`config.mk`:
```
export PLATFORM = sky130hd
export DESIGN_NAME = cil_timing
export DESIGN_NICKNAME = d
export VERILOG_FILES = /design/src/cil_pkg.sv /design/src/cil_timing.sv
export VERILOG_INCLUDE_DIRS = /design/src
export SDC_FILE = /design/constraint.sdc
export NUM_CORES = 1
export LEC_CHECK = 0
export ABC_AREA = 1
export BUFFER_PORTS_ARGS = -buffer_cell sky130_fd_sc_hd__clkbuf_2
export CAP_MARGIN = 25
export CORE_AREA = 10 10 225 227
export CTS_BUF_LIST = sky130_fd_sc_hd__clkbuf_2
export DETAILED_ROUTE_END_ITERATION = 10
export DIE_AREA = 0 0 235 237
export HOLD_SLACK_MARGIN = 0.08
export PLACE_DENSITY = 0.56
export SLEW_MARGIN = 40
export SYNTH_ARGS = -nofsm -noshare
export SYNTH_HDL_FRONTEND = slang
export SYNTH_SLANG_ARGS = --single-unit
export TNS_END_PERCENT = 20
```
`constraint.sdc`:
```
create_clock -name clk_sys -period 3.7 [get_ports clk_sys]
set_input_delay 0.185 -clock clk_sys [delete_from_list [all_inputs] [get_ports clk_sys]]
set_output_delay 0.185 -clock clk_sys [all_outputs]
set_load 0.05 [all_outputs]
```
`src/cil_defs.svh`:
```
// Purpose: Shared widths and field positions of the cycle sequencer
// Assumes: Included by its bare name
// Notes:   Definitions only
`ifndef CIL_DEFS_SVH
`define CIL_DEFS_SVH

`define CIL_CNT_W        6
`define CIL_REG_W        4
`define CIL_NREG         16
`define CIL_WORD_W       32
`define CIL_BUSY_W       4
`define CIL_WCNT_W       5
`define CIL_ARM_MSEL_HI  11
`define CIL_ARM_MSEL_LO  8
`define CIL_T16_MSEL_HI  2
`define CIL_T16_MSEL_LO  0
`define CIL_MTERM_1      8
`define CIL_MTERM_2      16
`define CIL_MTERM_3      24
`define CIL_PC_CYCLES    6'h05
`define CIL_LDM_PC_ADD   6'h04

`endif

```
`src/cil_pkg.sv`:
```
// Purpose: Types of the cycle sequencer
// Assumes: Nothing
// Notes:   Constants live in cil_defs.svh
package cil_pkg;

  typedef enum logic [3:0] {
    CIL_DATA_OP,
    CIL_LOAD_SINGLE,
    CIL_STORE_SINGLE,
    CIL_LOAD_MULTIPLE,
    CIL_STORE_MULTIPLE,
    CIL_SWAP_MEM,
    CIL_COPRO_DATA_OP,
    CIL_COPRO_LOAD_STORE,
    CIL_CORE_TO_COPRO_MOVE,
    CIL_COPRO_TO_CORE_MOVE,
    CIL_MULTIPLY_32,
    CIL_MULTIPLY_LONG
  } cil_class_e;

  typedef enum logic [1:0] {
    CIL_CYC_I,
    CIL_CYC_S,
    CIL_CYC_N,
    CIL_CYC_C
  } cil_bus_e;

  typedef enum logic [0:0] {
    CIL_ST_IDLE,
    CIL_ST_RUN
  } cil_state_e;

endpackage

```
`src/cil_timing.sv`:
```
// Purpose: Cycle accounting and interlock control of a five-stage core
// Assumes: Accesses hit in cache; mem_wait comes from same-clock logic
// Notes:   One instruction in flight; outputs describe the current cycle
`timescale 1ns/1ns
`include "cil_defs.svh"

module cil_timing
(
  input  wire logic                             clk_sys,
  input  wire logic                             rst,
  input  wire logic                             issue_valid,
  input  wire cil_pkg::cil_class_e              issue_class,
  input  wire logic                             shift_by_reg,
  input  wire logic                             loads_pc,
  input  wire logic                             subword_load,
  input  wire logic [`CIL_REG_W-1:0]            dest_reg,
  input  wire logic [`CIL_NREG-1:0]             xfer_list,
  input  wire logic [`CIL_WCNT_W-1:0]           copro_words,
  input  wire logic [`CIL_BUSY_W-1:0]           copro_busy,
  input  wire logic                             mul_unsigned,
  input  wire logic                             short_encoding,
  input  wire logic [`CIL_WORD_W-1:0]           instr_word,
  input  wire logic [`CIL_NREG*`CIL_WORD_W-1:0] reg_values,
  input  wire logic [`CIL_REG_W-1:0]            next_src_a,
  input  wire logic                             next_src_a_used,
  input  wire logic [`CIL_REG_W-1:0]            next_src_b,
  input  wire logic                             next_src_b_used,
  input  wire logic                             mem_wait,
  output logic                                  issue_ready,
  output cil_pkg::cil_bus_e                     ibus_cycle,
  output cil_pkg::cil_bus_e                     dbus_cycle,
  output logic                                  fetch_en,
  output logic                                  interlock,
  output logic                                  instr_last
);

  cil_pkg::cil_state_e     state_q, state_d;
  cil_pkg::cil_class_e     cls_q, cls_d;
  logic [`CIL_CNT_W-1:0]   idx_q, idx_d;
  logic [`CIL_CNT_W-1:0]   total_q, total_d;
  logic [`CIL_CNT_W-1:0]   nwords_q, nwords_d;
  logic [`CIL_CNT_W-1:0]   busy_q, busy_d;
  logic                    pc_q, pc_d;
  logic [1:0]              ilk_q, ilk_d;
  logic                    ready_q, ready_d;
  cil_pkg::cil_bus_e       ibus_q, ibus_d;
  cil_pkg::cil_bus_e       dbus_q, dbus_d;
  logic                    fetch_q, fetch_d;
  logic                    intl_q, intl_d;
  logic                    last_q, last_d;

  logic                    accept;
  logic [`CIL_REG_W-1:0]   msel;
  logic [`CIL_WORD_W-1:0]  mop;
  logic [2:0]              mterm;
  logic [`CIL_CNT_W-1:0]   popc;
  logic [`CIL_CNT_W-1:0]   nx;
  logic [`CIL_REG_W-1:0]   top_reg;
  logic                    dep_dest;
  logic                    dep_top;
  logic [`CIL_CNT_W-1:0]   bx;
  logic [`CIL_CNT_W-1:0]   wx;

  function automatic logic src_hits(input logic [`CIL_REG_W-1:0] r);
    src_hits = (next_src_a_used && next_src_a == r) ||
               (next_src_b_used && next_src_b == r);
  endfunction

  // Early termination of the multiplier array
  function automatic logic [2:0] early_m(input logic [`CIL_WORD_W-1:0] op,
                                         input logic                   uns);
    logic z1;
    logic z2;
    logic z3;
    z1 = (op[`CIL_WORD_W-1:`CIL_MTERM_1] == '0) ||
         (!uns && (&op[`CIL_WORD_W-1:`CIL_MTERM_1]));
    z2 = (op[`CIL_WORD_W-1:`CIL_MTERM_2] == '0) ||
         (!uns && (&op[`CIL_WORD_W-1:`CIL_MTERM_2]));
    z3 = (op[`CIL_WORD_W-1:`CIL_MTERM_3] == '0) ||
         (!uns && (&op[`CIL_WORD_W-1:`CIL_MTERM_3]));
    if (z1)
      early_m = 3'h1;
    else if (z2)
      early_m = 3'h2;
    else if (z3)
      early_m = 3'h3;
    else
      early_m = 3'h4;
  endfunction

  // Operand register and its value
  always_comb
  begin
    msel = short_encoding ?
           {1'b0, instr_word[`CIL_T16_MSEL_HI:`CIL_T16_MSEL_LO]} :
           instr_word[`CIL_ARM_MSEL_HI:`CIL_ARM_MSEL_LO];
    mop   = reg_values[{msel, 5'h00} +: `CIL_WORD_W];
    mterm = early_m(mop, mul_unsigned && issue_class ==
                    cil_pkg::CIL_MULTIPLY_LONG);
  end

  // Register list count and highest listed register
  always_comb
  begin
    popc    = '0;
    top_reg = '0;
    for (int i = 0; i < `CIL_NREG; i++)
    begin
      popc = popc + {{(`CIL_CNT_W-1){1'b0}}, xfer_list[i]};
      if (xfer_list[i])
        top_reg = i[`CIL_REG_W-1:0];
    end
    nx       = (popc == '0) ? 6'h01 : popc;
    bx       = {{(`CIL_CNT_W-`CIL_BUSY_W){1'b0}}, copro_busy};
    wx       = {{(`CIL_CNT_W-`CIL_WCNT_W){1'b0}}, copro_words};
    dep_dest = src_hits(dest_reg);
    dep_top  = src_hits(top_reg);
  end

  assign accept = issue_valid && ready_q && !mem_wait;

  // Sequencer next state
  always_comb
  begin
    state_d  = state_q;
    cls_d    = cls_q;
    idx_d    = idx_q;
    total_d  = total_q;
    nwords_d = nwords_q;
    busy_d   = busy_q;
    pc_d     = pc_q;
    ilk_d    = ilk_q;
    if (accept)
    begin
      state_d  = cil_pkg::CIL_ST_RUN;
      cls_d    = issue_class;
      idx_d    = '0;
      nwords_d = nx;
      busy_d   = bx;
      pc_d     = loads_pc;
      ilk_d    = 2'h0;
      total_d  = 6'h01;
      case (issue_class)
        cil_pkg::CIL_DATA_OP:
          total_d = shift_by_reg ? 6'h02 : 6'h01;
        cil_pkg::CIL_LOAD_SINGLE:
        begin
          if (loads_pc)
            total_d = `CIL_PC_CYCLES;
          else
          begin
            ilk_d   = dep_dest ? (subword_load ? 2'h2 : 2'h1) : 2'h0;
            total_d = 6'h01 + {4'h0, ilk_d};
          end
        end
        cil_pkg::CIL_STORE_SINGLE:
          total_d = 6'h01;
        cil_pkg::CIL_LOAD_MULTIPLE:
        begin
          // Earlier registers arrive before the last transfer starts
          ilk_d = (dep_top && !loads_pc) ? 2'h1 : 2'h0;
          if (loads_pc)
            total_d = nx + `CIL_LDM_PC_ADD;
          else
            total_d = ((nx == 6'h01) ? 6'h02 : nx) + {4'h0, ilk_d};
        end
        cil_pkg::CIL_STORE_MULTIPLE:
        begin
          pc_d    = 1'b0;
          total_d = (nx == 6'h01) ? 6'h02 : nx;
        end
        cil_pkg::CIL_SWAP_MEM:
        begin
          ilk_d   = (dep_dest && subword_load) ? 2'h1 : 2'h0;
          total_d = 6'h02 + {4'h0, ilk_d};
        end
        cil_pkg::CIL_COPRO_DATA_OP,
        cil_pkg::CIL_CORE_TO_COPRO_MOVE:
          total_d = bx + 6'h01;
        cil_pkg::CIL_COPRO_LOAD_STORE:
        begin
          nwords_d = (wx == '0) ? 6'h01 : wx;
          total_d  = bx + nwords_d;
        end
        cil_pkg::CIL_COPRO_TO_CORE_MOVE:
        begin
          ilk_d   = dep_dest ? 2'h1 : 2'h0;
          total_d = bx + 6'h01 + {4'h0, ilk_d};
        end
        cil_pkg::CIL_MULTIPLY_32:
          total_d = 6'h02 + {3'h0, mterm};
        cil_pkg::CIL_MULTIPLY_LONG:
          total_d = 6'h03 + {3'h0, mterm};
        default:
          total_d = 6'h01;
      endcase
    end
    else if (state_q == cil_pkg::CIL_ST_RUN && !mem_wait)
    begin
      if (idx_q == total_q - 6'h01)
        state_d = cil_pkg::CIL_ST_IDLE;
      else
        idx_d = idx_q + 6'h01;
    end
  end

  // Bus cycle types and flags for the coming cycle
  always_comb
  begin
    ibus_d  = cil_pkg::CIL_CYC_I;
    dbus_d  = cil_pkg::CIL_CYC_I;
    intl_d  = 1'b0;
    last_d  = 1'b0;
    ready_d = 1'b1;
    fetch_d = 1'b0;
    if (state_d == cil_pkg::CIL_ST_RUN)
    begin
      last_d  = (idx_d == total_d - 6'h01);
      ready_d = last_d;
      if (idx_d == '0)
        ibus_d = cil_pkg::CIL_CYC_S;
      if (pc_d && cls_d == cil_pkg::CIL_LOAD_SINGLE)
      begin
        if (idx_d == 6'h03)
          ibus_d = cil_pkg::CIL_CYC_N;
        else if (idx_d == 6'h04)
          ibus_d = cil_pkg::CIL_CYC_S;
      end
      if (pc_d && cls_d == cil_pkg::CIL_LOAD_MULTIPLE)
      begin
        if (idx_d == total_d - 6'h02)
          ibus_d = cil_pkg::CIL_CYC_N;
        else if (idx_d == total_d - 6'h01)
          ibus_d = cil_pkg::CIL_CYC_S;
      end
      case (cls_d)
        cil_pkg::CIL_LOAD_SINGLE:
          dbus_d = (idx_d == '0) ? cil_pkg::CIL_CYC_N : cil_pkg::CIL_CYC_I;
        cil_pkg::CIL_STORE_SINGLE:
          dbus_d = cil_pkg::CIL_CYC_N;
        cil_pkg::CIL_LOAD_MULTIPLE,
        cil_pkg::CIL_STORE_MULTIPLE:
        begin
          if (idx_d == '0)
            dbus_d = (nwords_d == 6'h01 && !pc_d &&
                      cls_d == cil_pkg::CIL_LOAD_MULTIPLE) ?
                     cil_pkg::CIL_CYC_S : cil_pkg::CIL_CYC_N;
          else if (idx_d < nwords_d)
            dbus_d = cil_pkg::CIL_CYC_S;
          else
            dbus_d = cil_pkg::CIL_CYC_I;
        end
        cil_pkg::CIL_SWAP_MEM:
          dbus_d = (idx_d < 6'h02) ? cil_pkg::CIL_CYC_N : cil_pkg::CIL_CYC_I;
        cil_pkg::CIL_COPRO_LOAD_STORE:
        begin
          if (idx_d < busy_d)
            dbus_d = cil_pkg::CIL_CYC_I;
          else if (idx_d == busy_d)
            dbus_d = cil_pkg::CIL_CYC_N;
          else
            dbus_d = cil_pkg::CIL_CYC_S;
        end
        cil_pkg::CIL_CORE_TO_COPRO_MOVE,
        cil_pkg::CIL_COPRO_TO_CORE_MOVE:
          dbus_d = last_d ? cil_pkg::CIL_CYC_C : cil_pkg::CIL_CYC_I;
        default:
          dbus_d = cil_pkg::CIL_CYC_I;
      endcase
      // Copro move interlock precedes C; none while the first cycle fetches
      if (ilk_d != 2'h0)
      begin
        if (cls_d == cil_pkg::CIL_COPRO_TO_CORE_MOVE)
          intl_d = (idx_d == busy_d) && (idx_d != '0) && !last_d;
        else
          intl_d = (idx_d >= total_d - {4'h0, ilk_d});
      end
      // Fetch only in S or N instruction-bus cycles outside interlock
      fetch_d = (ibus_d != cil_pkg::CIL_CYC_I) && !intl_d;
    end
  end

  always_ff @(posedge clk_sys or posedge rst)
  begin
    if (rst)
    begin
      state_q  <= cil_pkg::CIL_ST_IDLE;
      cls_q    <= cil_pkg::CIL_DATA_OP;
      idx_q    <= '0;
      total_q  <= 6'h01;
      nwords_q <= 6'h01;
      busy_q   <= '0;
      pc_q     <= 1'b0;
      ilk_q    <= 2'h0;
      ready_q  <= 1'b1;
      ibus_q   <= cil_pkg::CIL_CYC_I;
      dbus_q   <= cil_pkg::CIL_CYC_I;
      fetch_q  <= 1'b0;
      intl_q   <= 1'b0;
      last_q   <= 1'b0;
    end
    else
    begin
      state_q  <= state_d;
      cls_q    <= cls_d;
      idx_q    <= idx_d;
      total_q  <= total_d;
      nwords_q <= nwords_d;
      busy_q   <= busy_d;
      pc_q     <= pc_d;
      ilk_q    <= ilk_d;
      ready_q  <= ready_d;
      ibus_q   <= ibus_d;
      dbus_q   <= dbus_d;
      fetch_q  <= fetch_d;
      intl_q   <= intl_d;
      last_q   <= last_d;
    end
  end

  assign issue_ready = ready_q;
  assign ibus_cycle  = ibus_q;
  assign dbus_cycle  = dbus_q;
  assign fetch_en    = fetch_q;
  assign interlock   = intl_q;
  assign instr_last  = last_q;

endmodule

```
Yosys cells after proc, flatten, opt, wreduce, memory -nomap -nowiden
Index checks and enable logic that the tools add are counted.
{ "totals": {"regBits": 40, "inputBits": 596, "out_inout_bits": 8, "elab_cells": 198} }
{ "classes": {"n_addsub": 29, "order_cmp": 4, "n_eq_ne": 30, "shift": 1, "muxes": 73, "n_reduce_logical": 47} }
{ "ops": {"columns": ["operator", "count"], "rows": [
  ["$shiftx 512x10->32", 1],
  ["$add 6x1->6", 11],
  ["$mux 4", 16],
  ["$mux 6", 10],
  ["$pmux 6 s10", 1],
  ["$mux 2", 21],
  ["$eq 4x3->1 const B", 7],
  ["$eq 4x4->1 const B", 6],
  ["$eq 6x6->1", 4],
  ["$logic_not 24->1", 1],
  ["$reduce_and 24->1", 1],
  ["$logic_and 1x1->1", 20],
  ["$logic_not 6->1", 3],
  ["$mux 1", 18],
  ["$eq 4x4->1", 4],
  ["$logic_not 16->1", 1],
  ["$reduce_and 16->1", 1],
  ["$add 5x1->6", 2],
  ["$eq 4x2->1 const B", 3],
  ["$eq 6x1->1 const B", 2],
  ["$lt 6x6->1", 2],
  ["$mux 3", 4],
  ["$pmux 2 s6", 1],
  ["$sub 6x1->6 const B", 2],
  ["28 further kinds", 42]
]} }

Longest topological paths before layout
Gate-level depths: netlist (run 1).
{ "depth": {"word_depth": 34, "ltp_mapped": 41, "mapped_depth_nobuf": 41} }

Least setup slack after synthesis (run 1)
OpenSTA, ideal clock, no wires.
{ "synth_path": {"kind": "input to register", "startpoint": "input xfer_list[5]", "endpoint": "register intl_q, in the netlist interlock", "setup_time_ns": 0.120, "t_arrival_ns": 6.875, "t_required_ns": 3.580, "path_slack_ns": -3.295, "stages": 37, "n_path_buf": 0, "cell_sequence": "fa_1 -> inv_1 -> fa_1 -> fa_1 -> fa_1 -> inv_1 -> ha_1 -> fa_1 -> nand2_1 -> inv_1 -> nor2_1 -> inv_1 -> a31oi_1 -> nor2_1 -> ha_1 -> ha_1 -> o21ai_0 -> o2111ai_1 -> a221oi_1 -> o21ai_0 -> a21oi_1 -> nand3_1 -> nand2_1 -> nand2_1 -> fa_1 -> inv_1 -> ha_1 -> a21boi_0 -> o21a_1 -> o21a_1 -> o21a_1 -> o21ai_0 -> nand2_1 -> o21ai_0 -> inv_1 -> nand2_1 -> nor2_1"} }
{ "synth_via": {"elab_chain_len": 28, "elab_cells_between_ends": 51, "cone_classes": "add/sub: 15; order compare: 1; eq/ne: 4; mux: 23; reduce/logical: 8"} }
{ "synth_lines": {"columns": ["element", "line", "source"], "rows": [
  ["from (decl)", "cil_timing.sv:17", "input wire logic [`CIL_NREG-1:0] xfer_list,"],
  ["parallel branches: the longest is 18 deep, another holds $add 5x1->6", null, null],
  ["$pmux 6 s10 (*)", "cil_timing.sv:143", "case (issue_class)"],
  ["$mux 6 (*)", "cil_timing.sv:133", "if (accept)"],
  ["via total_d[1]", "cil_timing.sv:40", "logic [`CIL_CNT_W-1:0] total_q, total_d;"],
  ["parallel branches: the longest is 4 deep, another holds $sub 6x2->6", null, null],
  ["$mux 1 (*)", "cil_timing.sv:273", "if (cls_d == cil_pkg::CIL_COPRO_TO_CORE_MOVE)"],
  ["$mux 1 (*)", "cil_timing.sv:271", "if (ilk_d != 2'h0)"],
  ["$mux 1 (*) (2 in series)", "cil_timing.sv:216", "if (state_d == cil_pkg::CIL_ST_RUN)"],
  ["via intl_d", "cil_timing.sv:49", "logic intl_q, intl_d;"],
  ["to (signal assigned)", "cil_timing.sv:316", "intl_q <= intl_d;"],
  ["to (decl)", "cil_timing.sv:49", null]
]} }
Mark *: on every way through the listed nets, which the timed path passes. The select of a mux whose other input is x is not followed.

Final worst setup path (run 1)
{ "layout_path": {"startpoint": "input xfer_list[3]", "endpoint": "register fetch_q, in the netlist fetch_en"} }
{ "layout_via": {"elab_chain_len": 32, "elab_cells_between_ends": 64, "cone_classes": "add/sub: 18; order compare: 1; eq/ne: 5; mux: 29; reduce/logical: 11"} }
{ "layout_lines": {"columns": ["element", "line", "source"], "rows": [
  ["parallel branches: the longest is 20 deep, another holds $add 5x1->6", null, null],
  ["$pmux 6 s10 (*)", "cil_timing.sv:143", null],
  ["$mux 6 (*)", "cil_timing.sv:133", null],
  ["via total_d[1]", "cil_timing.sv:40", null],
  ["parallel branches: the longest is 8 deep, another holds $sub 6x2->6", null, null],
  ["$logic_and 1x1->1 (*)", "cil_timing.sv:279", "fetch_d = (ibus_d != cil_pkg::CIL_CYC_I) && !intl_d;"],
  ["$mux 1 (*)", "cil_timing.sv:216", null],
  ["via fetch_d", "cil_timing.sv:48", "logic fetch_q, fetch_d;"],
  ["to (signal assigned)", "cil_timing.sv:315", "fetch_q <= fetch_d;"],
  ["to (decl)", "cil_timing.sv:48", null]
]} }
Marks and branches as above.

==> metrics, run 1 <==
die span in x=235 um; cell repeated most along the worst path=sky130_fd_sc_hd__fa_1; clock network latency to the later pin of the worst-skew pair=0.41 ns; share of the cycle needed by the critical path after routing=177%; clock-pin slew on the worst setup and hold paths=0.23 ns; total number of yosys warnings=0; wire length of the first global-routing pass=79000 um; Mapped Cells=1882; path category of the worst min-delay check=input pin to register; number of synthesized register bits=40; status=complete, but fails checks; Fillers=5416; slowest stage cell on the critical path=sky130_fd_sc_hd__fa_1; reported leakage power=9.14 nW; largest fanout on the critical path=3; Setup Viol. Count Final=14; H-tree lvl count=2; maximum frequency from static timing analysis=153 MHz; Via Count=13600; initial standard-cell utilization of the core=21.2%; std cell rows=79; RSZ-0062 raised after global routing=yes; DR pass1 iterations=7; CP Data Arrival Time=6.93 ns; Cell Area, Placed=0.0143 mm^2; detailed-route wire length per cell=16.9 um; most frequent cells in the layout=sky130_fd_sc_hd__nand2_1, sky130_fd_sc_hd__clkbuf_2, sky130_fd_sc_hd__inv_1; commonest non-fill, non-tap cell in the layout=sky130_fd_sc_hd__nand2_1; share of final-layout standard cells stronger than drive strength 1=31.3%; antenna violations before repair=33; max-slew headroom at the worst pin=64.9%; number of buffers created by CTS=5; Worst EP required=4.08 ns; per-cell via count in the routed design=4.37; count of max-cap constraint violations=0; maximum number of pins on one net before global-route repair=45; violated checks=setup timing; total track usage=17.9%; port buffer count=450; final setup skew=0.0154 ns; Chip Height=237 um; library cells used by synthesis=47; final count of hold timing violations=0; average cell area after synthesis=5.20 um^2; sum of overflow across all layers after global routing=0; final design instance area without fill=0.0148 mm^2; Peak supply drop=0.261 mV; root buffer cell=sky130_fd_sc_hd__clkbuf_2; cell area after synthesis=0.00979 mm^2; total die area=0.0557 mm^2; Setup crit start kind=input pin; final weighted congestion in routability-driven placement=0.944; Top Ports=604; area of the core=0.0462 mm^2; min cycle time layout=6.55 ns; sequential fraction of the synthesis area=10.3%; Max Root-Sink Buffers=2; number of design rule violations left after detail routing=0; Worst Setup Path Type=input pin to register; final critical-path setup slack=-2.85 ns; transition time at the pin with the least slew margin=0.521 ns; Slowest Stage Delay on Critical Path=0.56 ns; Max Transition Viols Final=0; aggregate routed wire length=52600 um; Post-Place Worst Slack=-3.36 ns; total power consumption of the routed design=5.52 mW; Area Growth Syn to Fin=51.0%; number of antenna-violating nets in the routed design=0; Num Clock Sinks=40; final net count=3142; vias in the first global route=13600; CP Capture Type=register; TritonCTS clock tree=built; Synthesized Nets=2533; DRC marker count from the first detailed-route iteration=832; Detail Placement HPWL=46000 um; Pwr per Cell Area=373 mW/mm^2
final timing paths:
check | end | slack (ns) | from | depth (start not counted)
min in group asynchronous | dbus_cycle[1] | 0.40 | rst | 4
hold / removal | state_q | 0.11 | mem_wait | 3
setup reg to reg | fetch_en | -0.18 | issue_ready | 22
max in group asynchronous | nwords_q[0] | 2.92 | rst | 4
setup / recovery | fetch_en | -2.85 | xfer_list[3] | 41
hold reg to reg | busy_q[4] | 0.50 | busy_q[4] | 2
layer usage:
metal | GRT usage [%] | vias to the layer above | share of wire [%] | wire, um
met4 | 6.28 | 16 | 3.6 | 1890
met2 | 28.9 | 537 | 45 | 23600
li1 | - | 6999 | - | -
met5 | 0 | - | 0.20 | 103
met3 | 5.68 | 90 | 9.5 | 4980
met1 | 21.9 | 5971 | 42 | 22000
synth_stat cells, drive strengths merged:
| cell | instances | area (um^2) |
|---|---|---|
| a211oi | 2 | 15.0 |
| a21boi | 1 | 7.51 |
| a21oi | 24 | 120 |
| a221oi | 2 | 17.5 |
| a22oi | 2 | 15.0 |
| a31oi | 5 | 31.3 |
| and2 | 1 | 6.26 |
| buf | 70 | 444 |
| clkbuf | 19 | 71.3 |
| dfrtp | 37 | 926 |
| dfstp | 3 | 78.8 |
| fa | 12 | 240 |
| ha | 43 | 538 |
| inv | 468 | 1760 |
| nand2 | 554 | 2100 |
| nand3 | 392 | 1970 |
| nand3b | 22 | 165 |
| nand4 | 6 | 37.5 |
| nor2 | 79 | 309 |
| nor3 | 10 | 50.1 |
| nor4 | 5 | 31.3 |
| o2111ai | 3 | 26.3 |
| o211ai | 11 | 82.6 |
| o21a | 5 | 37.5 |
| o21ai | 49 | 253 |
| o21bai | 1 | 7.51 |
| o221ai | 1 | 8.76 |
| o22ai | 4 | 25.0 |
| o31ai | 1 | 7.51 |
| o32ai | 1 | 8.76 |
| o41ai | 3 | 26.3 |
| or2 | 11 | 68.8 |
| or4 | 1 | 7.51 |
| xnor2 | 8 | 70.1 |
| xor2 | 26 | 228 |
flip-flops by register name, summed over array words and instances (netlist names):
name and count:
nwords_q 6, fetch_en 1, ibus_cycle 2, state_q 1, interlock 1, busy_q 6
total_q 6, cls_q 4, dbus_cycle 2, pc_q 1, idx_q 6, ilk_q 2
issue_ready 1, instr_last 1
critical path, delay by kind of cell:
| kind | cells | cell delay [ns] |
|---|---|---|
| simple gates | 10 | 0.86 |
| buf+inv | 9 | 0.49 |
| compound gates | 11 | 1.49 |
| fa+ha+maj | 11 | 3.88 |
metrics by stage:
step | utilization, % | setup TNS, ns | cells | hold WS, ns
2_1_floorplan | - | -24.01 | 1882 | 0.367
3_3_place_gp | 30.9 | -32.09 | 3068 | 0.323
3_5_place_dp | 30.9 | -32.89 | 3068 | 0.328
4_1_cts | 31.6 | -24.48 | 3093 | 0.0836
5_1_grt | 32.0 | -29.00 | 3106 | 0.111
6_report | 32.0 | -24.79 | 3116 | 0.107
what timing repair did:
item                                    4_1_cts  5_1_grt
endpoints found under the setup margin       14       16
hold buffers                                  1        0
setup buffers                                16       11
pin swaps                                    21       29
resized for setup                            29       35
hold endpoints to repair                     37        0
kinds of logic (layout without fill, tap and decap cells):
kind of cell	Yosys count	in the layout	share of synthesized area (%)
flip-flops	40	40	10.3
AND/OR/NAND/NOR	1081	1081	48.5
buffers and inverters	557	1167	23.2
XOR/XNOR	34	34	3.04
other	0	17	0
AO/OA/AOI/OAI	115	115	7.04
adder cells (fa/ha/maj)	55	55	7.95
final cells by class:
cell class	instances	area (um^2)	area share, %
multi-input combinational	1285	6780	45.8
timing repair buffer	691	4380	29.6
inverter	468	1760	11.9
sequential	40	1000	6.79
tap	607	759	5.13
clock inverter	3	42.5	0.288
antenna	17	42.5	0.288
clock buffer	5	25.0	0.169
power breakdown:
part / switching [mW] / internal, mW
logic: 2.50 / 2.10
registers: 0.0619 / 0.592
clock network: 0.158 / 0.113
No activity file was read; power rests on OpenSTA's default activity.
==> run 2: changes to the inputs <==
--- a/config.mk
+++ b/config.mk
@@ -14,7 +14,8 @@
 export DETAILED_ROUTE_END_ITERATION = 10
 export DIE_AREA = 0 0 235 237
 export HOLD_SLACK_MARGIN = 0.08
-export PLACE_DENSITY = 0.56
+export PLACE_DENSITY = 0.55
+export SKIP_LAST_GASP = 1
 export SLEW_MARGIN = 40
 export SYNTH_ARGS = -nofsm -noshare
 export SYNTH_HDL_FRONTEND = slang
==> constraint.sdc (replaced) <==
create_clock -name clk_sys -period 7.7 [get_ports clk_sys]
set_input_delay 0.385 -clock clk_sys [delete_from_list [all_inputs] [get_ports clk_sys]]
set_output_delay 0.385 -clock clk_sys [all_outputs]
set_load 0.05 [all_outputs]
==> run 2 against run 1 <==
  * The flow now finishes without violations
  * Clock skew is 0.0030 ns higher
  * Register-to-register slack better by 3.6 ns
  * Non-clock buffer count is 218 lower
  * Sequential power is 52% lower
  * Global-route usage is 1.3 points lower
  * Critical path type unchanged
  * Critical endpoint unchanged
  * Highest routed layer unchanged
==> metrics, run 2 (synthesis gave the netlist of run 1 again) <==
status=complete, no violations; Max Transition Viols Final=0; root buffer cell=sky130_fd_sc_hd__clkbuf_2; maximum number of pins on one net before global-route repair=97; RSZ-0062 raised after global routing=no; setup TNS=0 ns; most frequent cells in the layout=sky130_fd_sc_hd__nand2_1, sky130_fd_sc_hd__inv_1, sky130_fd_sc_hd__clkbuf_2; share of the cycle needed by the critical path after routing=93.5%; area of combinational cells with multiple inputs=0.00657 mm^2; vias in the first global route=12500; combinational share of power=78.4%; Worst path top cell family by delay=adder cells; total track usage=16.6%; total die area=0.0557 mm^2; share of final-layout standard cells stronger than drive strength 1=22.8%; die span in x=235 um; final setup skew=0.0184 ns; aggregate routed wire length=48400 um; clock network latency to the later pin of the worst-skew pair=0.41 ns; std cell rows=79; Chip Height=237 um; Worst EP required=8.06 ns; final net count=2924; number of antenna-violating nets in the routed design=0; count of max-cap constraint violations=0; slowest stage cell on the critical path=sky130_fd_sc_hd__fa_1; Max Root-Sink Buffers=2; reported leakage power=7.97 nW; path category of the worst min-delay check=input pin to register; Peak supply drop=0.106 mV; CP Capture Type=register; Detail Placement HPWL=40700 um; clock-pin slew on the worst setup and hold paths=0.20 ns; Num Clock Sinks=40; final hold slack=0.308 ns; Layout Utilization=27.4%; Top Ports=604; final weighted congestion in routability-driven placement=0.910; per-cell via count in the routed design=4.36; DR pass1 iterations=7; sum of overflow across all layers after global routing=0; detailed-route wire length per cell=16.8 um; Slowest Stage Delay on Critical Path=0.54 ns; Via Count=12600; Setup crit start kind=input pin; initial standard-cell utilization of the core=21.2%; Pwr per Cell Area=162 mW/mm^2; wire length of the first global-routing pass=73700 um; final count of hold timing violations=0; maximum frequency from static timing analysis=139 MHz; CP Data Arrival Time=7.56 ns; Placed Cells incl. Taps=2872; TritonCTS clock tree=built; DRC marker count from the first detailed-route iteration=694; number of design rule violations left after detail routing=0; port buffer count=450; total area of sequential cells=0.00100 mm^2; Setup Viol. Count Final=0; Fillers=5443; non-filler cells in the finished layout=2883; min cycle time layout=7.20 ns; H-tree lvl count=2; largest fanout on the critical path=4; area of the core=0.0462 mm^2; cell internal pwr=0.943 mW; number of buffers created by CTS=5; transition time at the pin with the least slew margin=0.720 ns; max-slew headroom at the worst pin=51.9%; commonest non-fill, non-tap cell in the layout=sky130_fd_sc_hd__nand2_1; power share of the sequential group=15.5%; antenna violations before repair=11; Clock power frac=6.1%; switching pwr=1.11 mW; Worst Setup Path Type=input pin to register; total buffers and inverters traversed by the critical path=9; switching portion of total power=54.1%; cell repeated most along the worst path=sky130_fd_sc_hd__inv_1; Area Growth Syn to Fin=28.9%
run 2: timing repair:
action                                  CTS  global route
hold buffers                              1             0
endpoints found under the setup margin    0             2
gates resized for setup                   0             2
hold endpoints to repair                 37             0
setup buffers                             0             0
run 2: cell type report:
class | instances | share of cell area (%)
sequential | 40 | 7.96
tap | 607 | 6.01
multi-input combinational | 1285 | 52.0
clock inverter | 3 | 0.297
inverter | 468 | 13.9
clock buffer | 5 | 0.198
antenna | 2 | 0.0396
timing repair buffer | 473 | 19.5
run 2: per-layer routing:
layer | track usage, % | wire [um] | vias to the layer above
met5 | 0 | 64 | -
met4 | 4.36 | 1370 | 12
met3 | 5.26 | 4620 | 80
met2 | 26.3 | 20800 | 472
met1 | 21.3 | 21500 | 5469
li1 | - | - | 6544
run 2: metrics by stage:
step | setup WS (ns) | cell area (um^2) | total power [mW]
after floorplan | 0.505 | 9790 | 1.42
after global placement | 0.140 | 12500 | 1.91
after detailed placement | 0.0220 | 12500 | 1.92
after CTS | 0.445 | 12600 | 2.05
after global routing | 0.0585 | 12600 | 2.31
final | 0.501 | 12600 | 2.05
run 2: power by group through the flow:
stage | clock (mW) | combinational (mW) | sequential (mW)
2_1_floorplan | 0 | 1.06 | 0.350
3_3_place_gp | 0 | 1.59 | 0.320
3_5_place_dp | 0 | 1.60 | 0.322
4_1_cts | 0.131 | 1.61 | 0.317
5_1_grt | 0.140 | 1.85 | 0.325
6_report | 0.126 | 1.61 | 0.317
run 2: final timing paths:
path / start / to / slack, ns / depth (start not counted)
setup reg to reg: total_q[0] / fetch_en / 3.45 / 23
hold reg to reg: busy_q[5] / busy_q[5] / 0.49 / 2
setup / recovery: xfer_list[11] / fetch_en / 0.50 / 41
hold / removal: mem_wait / state_q / 0.31 / 3
max in group asynchronous: rst / nwords_q[0] / 6.73 / 4
min in group asynchronous: rst / total_q[3] / 0.59 / 4
run 2: worst min-delay path, stage by stage:
cell and delay (ns):
sky130_fd_sc_hd__clkbuf_2 0.09, sky130_fd_sc_hd__nand2_1 0.04, sky130_fd_sc_hd__nand3_1 0.15
